<file path="config.mk">
export PLATFORM = sky130hd
export DESIGN_NAME = pdfc_play_ctrl
export DESIGN_NICKNAME = d
export VERILOG_FILES = /design/src/hdl/pdfc_pkg.sv /design/src/hdl/pdfc_play_ctrl.sv
export SDC_FILE = /design/constraint.sdc
export NUM_CORES = 1
export LEC_CHECK = 0
export ABC_CLOCK_PERIOD_IN_PS = 9950
export BUFFER_PORTS_ARGS = -buffer_cell sky130_fd_sc_hd__buf_4
export CAP_MARGIN = 20
export CORE_ASPECT_RATIO = 0.8
export CORE_UTILIZATION = 51
export CTS_BUF_LIST = sky130_fd_sc_hd__clkbuf_16
export DETAILED_ROUTE_END_ITERATION = 10
export GPL_TIMING_DRIVEN = 0
export PLACE_DENSITY = 0.71
export RECOVER_POWER = 50
export SLEW_MARGIN = 20
export SYNTH_ARGS = -nofsm -noshare
export SYNTH_HDL_FRONTEND = slang
export SYNTH_SLANG_ARGS = --single-unit
</file>
<file path="constraint.sdc">
create_clock -name mclk_in -period 9.95 [get_ports mclk_in]
set_input_delay 0.4975 -clock mclk_in [delete_from_list [all_inputs] [get_ports mclk_in]]
set_output_delay 0.4975 -clock mclk_in [all_outputs]
set_load 0.05 [all_outputs]
</file>
<file path="src/hdl/pdfc_pkg.sv">
// Constants and register map for the play transfer and FIFO control block.
// Assumes a single 250 MHz clock domain and an indirect 8-bit register index.
// ====================================================================
// Notes on behaviour
// - Masked terminal count keeps run bit set
// - Run bit starts transfers; cleared by reset, count
// - Each request moves burst value plus one transfers
// - Burst counter reloads while acknowledge is high
// - Burst length survives chip reset; host programs
// - Chip reset clears whole play mode register
// - Terminal count sets read-only flag, raises interrupt
// - Status bit zero clears and holds count flag
// - I/O mode disables request and count flag
// - Unsigned select inverts byte or word msb
// - Width bit selects words; I/O needs words
// - Sample format selects signing and packing
// - High-byte enable steers bytes on data port
// - Enable low empties FIFO, clears flags, blocks requests
// - Push while full sets overflow; status clears
// - Pop while empty sets underflow; same clearing
// - Fill flags at four, eight, twelve words
// - Room and available flags; room after reset
// - Capacity interrupt enable gates play threshold interrupt
// - Ready mode picks threshold for interrupt, request
// - Byte mode doubles thresholds, counted in bytes
// - Master reset bit low holds block reset
// - Enable bits gate play and error sources
package pdfc_pkg;
   // ====================================================================
   // Register indices
   localparam logic [7:0] PDFC_OFF_CTL = 8'h88;
   localparam logic [7:0] PDFC_OFF_BURST = 8'h89;
   localparam logic [7:0] PDFC_OFF_MODE = 8'h8a;
   localparam logic [7:0] PDFC_OFF_DATA = 8'h8b;
   localparam logic [7:0] PDFC_OFF_FES = 8'h8c;
   localparam logic [7:0] PDFC_OFF_IRQM = 8'h8d;
   localparam logic [7:0] PDFC_OFF_RDBK = 8'h8f;
   // ====================================================================
   // Field positions
   localparam int PDFC_CTL_RUN = 0;
   localparam int PDFC_CTL_MASK = 6;
   localparam int PDFC_MODE_TC = 5;
   localparam int PDFC_MODE_IO = 4;
   localparam int PDFC_MODE_UNS = 3;
   localparam int PDFC_MODE_W16 = 2;
   localparam int PDFC_FES_FE = 0;
   localparam int PDFC_IRQM_FIE = 3;
   localparam int PDFC_STAT_TC = 0;
   localparam int PDFC_STAT_ERR = 4;
   // ====================================================================
   // FIFO geometry and thresholds in words
   localparam int PDFC_DEPTH = 16;
   localparam logic [5:0] PDFC_TH_Q1 = 6'h04;
   localparam logic [5:0] PDFC_TH_Q2 = 6'h08;
   localparam logic [5:0] PDFC_TH_Q3 = 6'h0c;
   localparam logic [5:0] PDFC_ROOM_1 = 6'h01;
   localparam logic [5:0] PDFC_ROOM_75 = 6'h0d;
   localparam logic [5:0] PDFC_ROOM_50 = 6'h09;
   localparam logic [5:0] PDFC_ROOM_25 = 6'h05;
   localparam logic [5:0] PDFC_CAP_W = 6'h10;
   localparam logic [1:0] PDFC_FMT_LIN16 = 2'h1;
   localparam logic [15:0] PDFC_MSB_WORD = 16'h8000;
   localparam logic [15:0] PDFC_MSB_BYTES = 16'h8080;
   localparam logic [15:0] PDFC_RST_WORD = 16'h0000;
endpackage : pdfc_pkg

</file>
<file path="src/hdl/pdfc_play_ctrl.sv">
// Play transfer control, burst shaping, I/O sample port and 16-word play FIFO.
// Assumes the bus strobes and acknowledge are synchronous one-cycle writes per transfer
// and that the DSP drains the output buffer with a ready/valid handshake.
`timescale 1ns/1ps
module pdfc_play_ctrl (
   // Clock and reset
   input wire logic mclk_in,
   input wire logic sys_rst_in,
   input wire logic master_chip_reset_bit_in,
   // Indirect register and transfer bus
   input wire logic [7:0] reg_addr_in,
   input wire logic reg_wr_in,
   input wire logic reg_rd_in,
   input wire logic [15:0] reg_wdata_in,
   input wire logic sbhe_n_in,
   output logic [15:0] reg_rdata_out,
   // Status register writes
   input wire logic status_wr_in,
   input wire logic [7:0] status_wdata_in,
   // Host transfer handshake
   input wire logic play_acknowledge_in,
   input wire logic tc_in,
   output logic play_request_out,
   // Interrupt enables and sources
   input wire logic play_fifo_irq_enable_in,
   input wire logic fifo_error_irq_enable_in,
   output logic play_irq_a_out,
   output logic fifo_error_irq_out,
   output logic fifo_ready_irq_out,
   // DSP side
   input wire logic dsp_ready_in,
   output logic dsp_valid_out,
   output logic [15:0] dsp_data_out
);
   import pdfc_pkg::*;

   // ====================================================================
   // State
   typedef struct packed {
      logic run;
      logic mask;
      logic tc_flag;
      logic io_sel;
      logic uns_sel;
      logic w16_sel;
      logic [1:0] fmt;
      logic tc_hold;
      logic fe;
      logic ovf;
      logic unf;
      logic err_hold;
      logic [3:0] irqm;
      logic [PDFC_DEPTH-1:0][15:0] mem;
      logic [3:0] wp;
      logic [3:0] rp;
      logic [4:0] cnt;
      logic pend;
      logic [7:0] pend_byte;
      logic [5:0] bcnt;
      logic req;
      logic [1:0][15:0] obuf;
      logic [1:0] onum;
      logic dval;
      logic [15:0] rdata;
      logic play_irq;
      logic err_irq;
      logic rdy_irq;
   } pdfc_state_s;

   pdfc_state_s state_reg;
   pdfc_state_s state_next;
   logic [5:0] burst_length_value_reg;
   logic xfer;
   logic host_wr;
   logic hit;
   logic push_full;
   logic [4:0] fill;

   // Fill level, in bytes when byte transfers are selected
   function automatic logic [5:0] pdfc_level(input logic [4:0] cnt, input logic pend,
                                             input logic w16);
      pdfc_level = w16 ? {1'b0, cnt} : {cnt, pend};
   endfunction : pdfc_level

   // Threshold selected by the ready mode field
   function automatic logic pdfc_ready_hit(input logic [2:0] sel, input logic [5:0] lvl,
                                           input logic w16);
      logic [5:0] cap;
      logic [5:0] room;
      logic [5:0] th;
      cap = w16 ? PDFC_CAP_W : {PDFC_CAP_W[4:0], 1'b0};
      room = cap - lvl;
      case (sel)
         3'h0: th = PDFC_ROOM_1;
         3'h1: th = PDFC_ROOM_75;
         3'h2: th = PDFC_ROOM_50;
         3'h3: th = PDFC_ROOM_25;
         3'h4: th = PDFC_ROOM_1;
         3'h5: th = PDFC_TH_Q1;
         3'h6: th = PDFC_TH_Q2;
         default: th = PDFC_TH_Q3;
      endcase
      if (!w16) begin
         th = {th[4:0], 1'b0};
      end
      pdfc_ready_hit = sel[2] ? (lvl >= th) : (room >= th);
   endfunction : pdfc_ready_hit

   assign host_wr = reg_wr_in && play_acknowledge_in;
   assign xfer = reg_wr_in && !play_acknowledge_in;
   // Occupancy counts the output buffer too, so flags and full see every word held
   assign fill = state_reg.cnt + {3'h0, state_reg.onum};
   assign hit = pdfc_ready_hit(state_reg.irqm[2:0],
                               pdfc_level(fill, state_reg.pend, state_reg.w16_sel),
                               state_reg.w16_sel);
   assign push_full = fill == PDFC_CAP_W[4:0];

   // ====================================================================
   // Next state
   always_comb begin
      logic word_ok;
      logic [15:0] word;
      logic push;
      logic pop;
      logic take;
      logic [1:0] keep;
      word_ok = 1'b0;
      word = PDFC_RST_WORD;
      push = 1'b0;
      pop = 1'b0;
      take = 1'b0;
      keep = 2'h0;
      state_next = state_reg;

      // Register writes
      if (host_wr && reg_addr_in == PDFC_OFF_CTL) begin
         state_next.run = reg_wdata_in[PDFC_CTL_RUN];
         state_next.mask = reg_wdata_in[PDFC_CTL_MASK];
      end else if (host_wr && reg_addr_in == PDFC_OFF_MODE) begin
         state_next.io_sel = reg_wdata_in[PDFC_MODE_IO];
         state_next.uns_sel = reg_wdata_in[PDFC_MODE_UNS];
         state_next.w16_sel = reg_wdata_in[PDFC_MODE_W16];
         state_next.fmt = reg_wdata_in[1:0];
      end else if (host_wr && reg_addr_in == PDFC_OFF_FES) begin
         state_next.fe = reg_wdata_in[PDFC_FES_FE];
      end else if (host_wr && reg_addr_in == PDFC_OFF_IRQM) begin
         state_next.irqm = reg_wdata_in[3:0];
      end

      // Sample intake: I/O port steered by high-byte enable, or host transfer
      if (host_wr && reg_addr_in == PDFC_OFF_DATA && state_reg.io_sel) begin
         if (!sbhe_n_in) begin
            word_ok = 1'b1;
            word = reg_wdata_in;
         end else if (!state_reg.pend) begin
            state_next.pend = 1'b1;
            state_next.pend_byte = reg_wdata_in[7:0];
         end else begin
            word_ok = 1'b1;
            state_next.pend = 1'b0;
            word = {reg_wdata_in[7:0], state_reg.pend_byte};
         end
      end else if (xfer && !state_reg.io_sel) begin
         if (state_reg.w16_sel) begin
            word_ok = 1'b1;
            word = reg_wdata_in;
         end else if (!state_reg.pend) begin
            state_next.pend = 1'b1;
            state_next.pend_byte = reg_wdata_in[7:0];
         end else begin
            word_ok = 1'b1;
            state_next.pend = 1'b0;
            word = {reg_wdata_in[7:0], state_reg.pend_byte};
         end
      end
      if (state_reg.uns_sel) begin
         word = word ^ (state_reg.fmt == PDFC_FMT_LIN16 ? PDFC_MSB_WORD : PDFC_MSB_BYTES);
      end

      // Status register clears and holds; sets below use the old hold so a set wins
      if (status_wr_in) begin
         state_next.tc_hold = status_wdata_in[PDFC_STAT_TC];
         state_next.err_hold = status_wdata_in[PDFC_STAT_ERR];
         if (status_wdata_in[PDFC_STAT_TC]) begin
            state_next.tc_flag = 1'b0;
         end
         if (status_wdata_in[PDFC_STAT_ERR]) begin
            state_next.ovf = 1'b0;
            state_next.unf = 1'b0;
         end
      end

      // Terminal count
      if (xfer && tc_in && !state_reg.io_sel) begin
         if (!state_reg.mask) begin
            state_next.run = 1'b0;
         end
         if (!state_reg.tc_hold) begin
            state_next.tc_flag = 1'b1;
         end
      end

      // FIFO push and overflow
      if (word_ok && state_reg.fe) begin
         if (push_full) begin
            if (!state_reg.err_hold) begin
               state_next.ovf = 1'b1;
            end
         end else begin
            push = 1'b1;
            state_next.mem[state_reg.wp] = word;
            state_next.wp = state_reg.wp + 4'h1;
         end
      end

      // Output buffer: DSP takes the head, FIFO refills behind it
      take = dsp_ready_in && state_reg.onum != 2'h0;
      if (dsp_ready_in && state_reg.onum == 2'h0 && state_reg.fe && !state_reg.err_hold) begin
         state_next.unf = 1'b1;
      end
      keep = state_reg.onum - {1'b0, take};
      if (take) begin
         state_next.obuf[0] = state_reg.obuf[1];
      end
      pop = state_reg.cnt != 5'h00 && keep != 2'h2;
      if (pop) begin
         state_next.obuf[keep[0]] = state_reg.mem[state_reg.rp];
         state_next.rp = state_reg.rp + 4'h1;
      end
      state_next.onum = keep + {1'b0, pop};
      state_next.cnt = state_reg.cnt + {4'h0, push} - {4'h0, pop};

      // Burst counter and request
      if (play_acknowledge_in) begin
         state_next.bcnt = burst_length_value_reg;
      end else if (xfer && state_reg.bcnt != 6'h00) begin
         state_next.bcnt = state_reg.bcnt - 6'h01;
      end
      if (!state_reg.run || !state_reg.fe || state_reg.io_sel) begin
         state_next.req = 1'b0;
      end else if (state_reg.req) begin
         state_next.req = !(xfer && state_reg.bcnt == 6'h00);
      end else begin
         state_next.req = hit && play_acknowledge_in;
      end

      // Interrupt sources
      state_next.rdy_irq = hit && state_reg.io_sel && state_reg.fe;
      state_next.play_irq = play_fifo_irq_enable_in
         && ((state_reg.irqm[PDFC_IRQM_FIE] && hit && state_reg.fe) || state_reg.tc_flag);
      state_next.err_irq = fifo_error_irq_enable_in && (state_reg.ovf || state_reg.unf);

      // Read back
      state_next.rdata = PDFC_RST_WORD;
      if (reg_rd_in) begin
         if (reg_addr_in == PDFC_OFF_CTL) begin
            state_next.rdata = {9'h000, state_reg.mask, 5'h00, state_reg.run};
         end else if (reg_addr_in == PDFC_OFF_BURST) begin
            state_next.rdata = {10'h000, burst_length_value_reg};
         end else if (reg_addr_in == PDFC_OFF_MODE) begin
            state_next.rdata = {10'h000, state_reg.tc_flag, state_reg.io_sel,
                                state_reg.uns_sel, state_reg.w16_sel, state_reg.fmt};
         end else if (reg_addr_in == PDFC_OFF_FES) begin
            state_next.rdata = {8'h00, fill != 5'h00, !push_full,
                                {1'b0, fill} >= PDFC_TH_Q3,
                                {1'b0, fill} >= PDFC_TH_Q2,
                                {1'b0, fill} >= PDFC_TH_Q1,
                                state_reg.unf, state_reg.ovf, state_reg.fe};
         end else if (reg_addr_in == PDFC_OFF_IRQM) begin
            state_next.rdata = {12'h000, state_reg.irqm};
         end else if (reg_addr_in == PDFC_OFF_RDBK) begin
            state_next.rdata = state_reg.mem[state_reg.rp];
         end
      end

      // FIFO enable low holds the FIFO empty
      if (!state_reg.fe) begin
         state_next.cnt = 5'h00;
         state_next.wp = 4'h0;
         state_next.rp = 4'h0;
         state_next.onum = 2'h0;
         state_next.pend = 1'b0;
         state_next.ovf = 1'b0;
         state_next.unf = 1'b0;
         state_next.req = 1'b0;
      end
      state_next.dval = state_next.onum != 2'h0;

      // Master reset bit low holds all state cleared; burst length is kept
      if (!master_chip_reset_bit_in) begin
         state_next = '0;
      end
   end

   always_ff @(posedge mclk_in or posedge sys_rst_in) begin
      if (sys_rst_in) begin
         state_reg <= '0;
      end else begin
         state_reg <= state_next;
      end
   end

   // Burst length is kept across every reset
   always_ff @(posedge mclk_in) begin
      if (reg_wr_in && play_acknowledge_in && reg_addr_in == PDFC_OFF_BURST) begin
         burst_length_value_reg <= reg_wdata_in[5:0];
      end
   end

   assign reg_rdata_out = state_reg.rdata;
   assign play_request_out = state_reg.req;
   assign play_irq_a_out = state_reg.play_irq;
   assign fifo_error_irq_out = state_reg.err_irq;
   assign fifo_ready_irq_out = state_reg.rdy_irq;
   assign dsp_valid_out = state_reg.dval;
   assign dsp_data_out = state_reg.obuf[0];
endmodule : pdfc_play_ctrl

</file>
==> tab_implementation.tex <==
\begin{tabular}{lr}
\hline
Metric & Value \\
\hline
\multicolumn{2}{l}{\textbf{Detailed routing}} \\
\quad Avg Vias per Cell & 6.498 \\
\quad Total DRC errors in the routed layout & 0 \\
\quad Routed WL per cell & 25.23 µm \\
\quad Count of antenna-violating nets left after detailed routing & 0 \\
\quad DRT Wirelength & 50920 µm \\
\quad Violation count after the first detailed-route iteration & 1411 \\
\quad Detailed-routing iteration count for the pre-antenna-repair pass & 5 \\
\quad DR vias & 13.11k \\
\multicolumn{2}{l}{\textbf{Worst setup path}} \\
\quad Most Frequent Cell on Critical Path & clkbuf\_1 \\
\quad Chain of cells forming the critical path & clkbuf\_4, clkinvlp\_2, clkbuf\_1, clkbuf\_1, clkbuf\_1, clkbuf\_1 \\
\quad Number of buffers and inverters on the critical path & 6 \\
\quad Peak fanout along the critical path & 32 \\
\quad Largest stage delay, worst path & 1.27 ns \\
\quad Data arrival time of the critical path & 5.97 ns \\
\quad Critical-path top delay cell & clkbuf\_1 \\
\quad Worst Path Required & 10.30 ns \\
\quad Top delay family on crit path & buffers and inverters \\
\quad Capturing element type of the critical path & asynchronous set/reset pin \\
\quad Launching element type of the critical path & primary input \\
\quad Critical path start-end classification & primary input to asynchronous set/reset pin \\
\multicolumn{2}{l}{\textbf{Place}} \\
\quad Global placer's final weighted congestion & 0.9267 \\
\quad Count of buffers from port buffering & 72 \\
\quad Number of cells after detailed placement & 1949 \\
\quad HPWL Detailed & 37720 µm \\
\quad Worst slack at placement & 5.386 ns \\
\multicolumn{2}{l}{\textbf{Synthesis}} \\
\quad Most frequent cell after synthesis & dfrtp\_1 \\
\quad Most used standard cells in the synthesized netlist & dfrtp\_1, o2bb2ai\_1, a22o\_1 \\
\quad Synthesized-area fraction occupied by and/or/nand/nor cells & 0.06923 \\
\quad Post-synthesis xor/xnor area fraction & 0.01339 \\
\quad Adder-Cell Fraction of Synth Area & 0.02140 \\
\quad Syn Inst Count & 1401 \\
\quad Synthesized net count & 1474 \\
\quad Warnings from Yosys & 0 \\
\quad Mapped Avg Cell Area & 12.60 µm² \\
\quad Count of unique library cells instantiated by Yosys & 73 \\
\quad Largest area contributor in the netlist & dfrtp\_1 \\
\quad Largest cells by area after synthesis & dfrtp\_1, mux4\_2, o2bb2ai\_1, a22o\_1, ha\_1 \\
\quad Share of Yosys cell area claimed by the top area cell type & 0.5045 \\
\quad Number of synthesized flops with an enable pin & 6 \\
\quad Share of synthesized registers carrying an async set or reset & 0.9834 \\
\quad Area fraction in compound gates after synthesis & 0.2096 \\
\quad Main combinational cell family by area after synthesis & compound AO/OA/AOI/OAI gates \\
\quad Multiplexer area fraction after synthesis & 0.1221 \\
\quad Cell area after synthesis & 17660 µm² \\
\quad Proportion of synthesized chip area in sequential cells & 0.5147 \\
\quad Flip-flop and latch count after synthesis & 362 \\
\quad Main flop type after synthesis & dfrtp\_1 \\
\multicolumn{2}{l}{\textbf{Floorplan}} \\
\quad Count of standard-cell rows & 60 \\
\quad Horizontal extent of the die & 210.0 µm \\
\quad Height of the die & 168.4 µm \\
\quad Number of top-level pins & 81 \\
\quad Overall die area & 35370 µm² \\
\quad Starting Density & 0.5215 \\
\quad Core Region & 33860 µm² \\
\multicolumn{2}{l}{\textbf{Timing}} \\
\quad Hold violation total from the final report & 0 \\
\quad Accumulated negative setup slack & 0 ns \\
\quad Normalized max-slew margin & -0.2637 \\
\quad Worst Slack Setup Final & 4.332 ns \\
\quad Maximum clock frequency & 178.0 MHz \\
\quad \# setup viols final & 0 \\
\quad Number of slew-limit violations in the final report & 300 \\
\quad Tmin final & 5.618 ns \\
\quad Post-route fraction of the period consumed by the critical path & 0.5647 \\
\quad Setup repair after global routing missed its margin & no \\
\quad Worst clock skew & 0.02536 ns \\
\quad Pin slew with the least headroom to its limit & 1.896 ns \\
\multicolumn{2}{l}{\textbf{Final layout}} \\
\quad Number of flip-flops under the largest register name & 319 \\
\quad Non-filler instance count after layout & 2018 \\
\quad Antenna cell count & 0 \\
\quad Area taken by flip-flops and latches & 9089 µm² \\
\quad Area of the multi-input gates & 7699 µm² \\
\quad Fraction of layout cells with a size suffix above 1 & 0.1990 \\
\quad Relative area change from synthesis to final layout & 13.27\% \\
\quad Net total in the final layout & 1597 \\
\quad Fill cell instance count of the final layout & 2739 \\
\multicolumn{2}{l}{\textbf{Clocking}} \\
\quad Clock insertion delay at the later pin of the skew report & 0.54 ns \\
\quad Clock tree from TritonCTS & done \\
\quad Master cell of the clock root buffer & clkbuf\_16 \\
\quad Cells resized by post-CTS repair & 0 \\
\quad Maximum clock insertion buffer count & 3 \\
\quad Post-CTS Setup Bufs & 0 \\
\quad Clock Pin Slew Worst Setup and Hold Paths & 0.06 ns \\
\quad Count of clock tree sinks & 362 \\
\quad Number of hold buffers added after CTS & 0 \\
\quad Level count of the clock H-tree & 2 \\
\quad TritonCTS Buffers & 38 \\
\multicolumn{2}{l}{\textbf{Power and ir drop}} \\
\quad Power per cell area & 151.9 nW/µm² \\
\quad Static leakage & 8.702 nW \\
\quad Peak ir drop on the vdd network & 0.1343 mV \\
\multicolumn{2}{l}{\textbf{Global route}} \\
\quad Total global-route track usage & 0.2950 \\
\quad First-pass GRT wire length & 79230 µm \\
\quad Largest net degree at the start of global routing & 36 \\
\quad Number of antenna violations at the first check in global routing & 1 \\
\quad Via count of the first global-routing pass & 12.77k \\
\quad Residual overflow from global routing & 0 \\
\multicolumn{2}{l}{\textbf{Status}} \\
\quad Failing checks & max-capacitance violations, max-slew violations \\
\quad Run status & finished, violations left \\
\multicolumn{2}{l}{\textbf{Min path}} \\
\quad Hold WC Path Type & primary input to asynchronous set/reset pin \\
\multicolumn{2}{l}{\textbf{Run}} \\
\quad Max Cap Violations & 9 \\
\hline
\end{tabular}
[worst register-to-register path: stages (launching register included)]
cell	delay, ns
dfrtp_1	0.47
o21ai_0	0.19
buf_1	0.47
clkbuf_1	0.65
inv_1	0.12
ha_1	0.23
xor2_1	0.18
a21oi_1	0.60
ha_1	0.36
inv_1	0.06
ha_1	0.15
inv_1	0.06
fa_1	0.42
inv_1	0.07
a21oi_1	0.06
nor2_1	0.09
nor2_1	0.05
xnor2_1	0.15
nor2_1	0.06
[cell usage in the layout (no fill, tap or decap), types with 7 or more instances in the layout]
master,instances
nor3_1,9
a31oi_4,8
a21oi_1,37
mux2i_1,32
xor2_1,10
a22oi_1,16
dfrtp_1,356
and2_1,12
o21ai_0,42
nand3_1,16
nand2b_1,11
clkinv_2,8
clkbuf_1,80
mux4_2,80
clkinv_1,7
a22o_1,110
nor2_1,77
inv_1,28
buf_4,88
clkbuf_16,39
a211oi_1,25
buf_2,42
nand2_1,69
o21ai_1,9
o2bb2ai_1,160
buf_1,10
xnor2_1,17
ha_1,27
and3_1,7
nand4_1,8
[report_power, final]
part	internal, mW	switching (mW)	leakage (nW)	total [mW]
Sequential	1.48	0.00425	5.02	1.48
Clock	0.823	0.610	0.637	1.43
Combinational	0.0303	0.0917	3.05	0.122
Total	2.33	0.706	8.70	3.04
[area by class of cell]
type	instances	share of cell area
buffer	145	0.03891
clock buffer	39	0.04880
clock inverter	30	0.01358
inverter	25	0.004880
multi-input combinational	869	0.3849
sequential	362	0.4545
tap	465	0.02909
timing repair buffer	83	0.02534
[stage by stage]
step | hold slack, ns | total power, mW | util | instance area (µm²)
after floorplan | 0.4448 | 1.585 | - | 17660
after global placement | 0.4615 | 1.633 | 0.5548 | 18780
after detailed placement | 0.4683 | 1.643 | 0.5613 | 19000
after CTS | 0.03117 | 3.061 | 0.5981 | 20250
after global routing | 0.1647 | 3.126 | 0.5907 | 20000
final | 0.1369 | 3.039 | 0.5907 | 20000
[layer usage]
layer	vias up	global-route usage	wire, µm
met3	86	0.06342	4288
met4	2	0.08950	1534
met1	6834	0.4583	23630
met2	591	0.4117	21450
li1	5600	-	-
met5	-	0	17
[final timing paths]
| check | slack, ns | cells after the start | endpoint | startpoint |
|---|---|---|---|---|
| worst max-delay path | 4.33 | 6 | state_reg[218] | sys_rst_in |
| worst min-delay path | 0.14 | 2 | state_reg[340] | sys_rst_in |
| worst max register to register | 5.40 | 18 | state_reg[74] | state_reg[21] |
| worst min register to register | 0.48 | 1 | state_reg[267] | state_reg[267] |
| max in group mclk_in | 5.40 | 18 | state_reg[74] | state_reg[21] |
| min in group mclk_in | 0.17 | 1 | burst_length_value_reg[0] | reg_wdata_in[0] |
[kinds of logic after synthesis]
family,Yosys count
buffers and inverters,170
muxes,115
DFF,362
AOI/OAI and AO/OA,454
and+or+nand+nor,244
xor gates and xnor gates,27
adders and majority gates,29
Note: power is estimated with default switching activity, not from simulation.
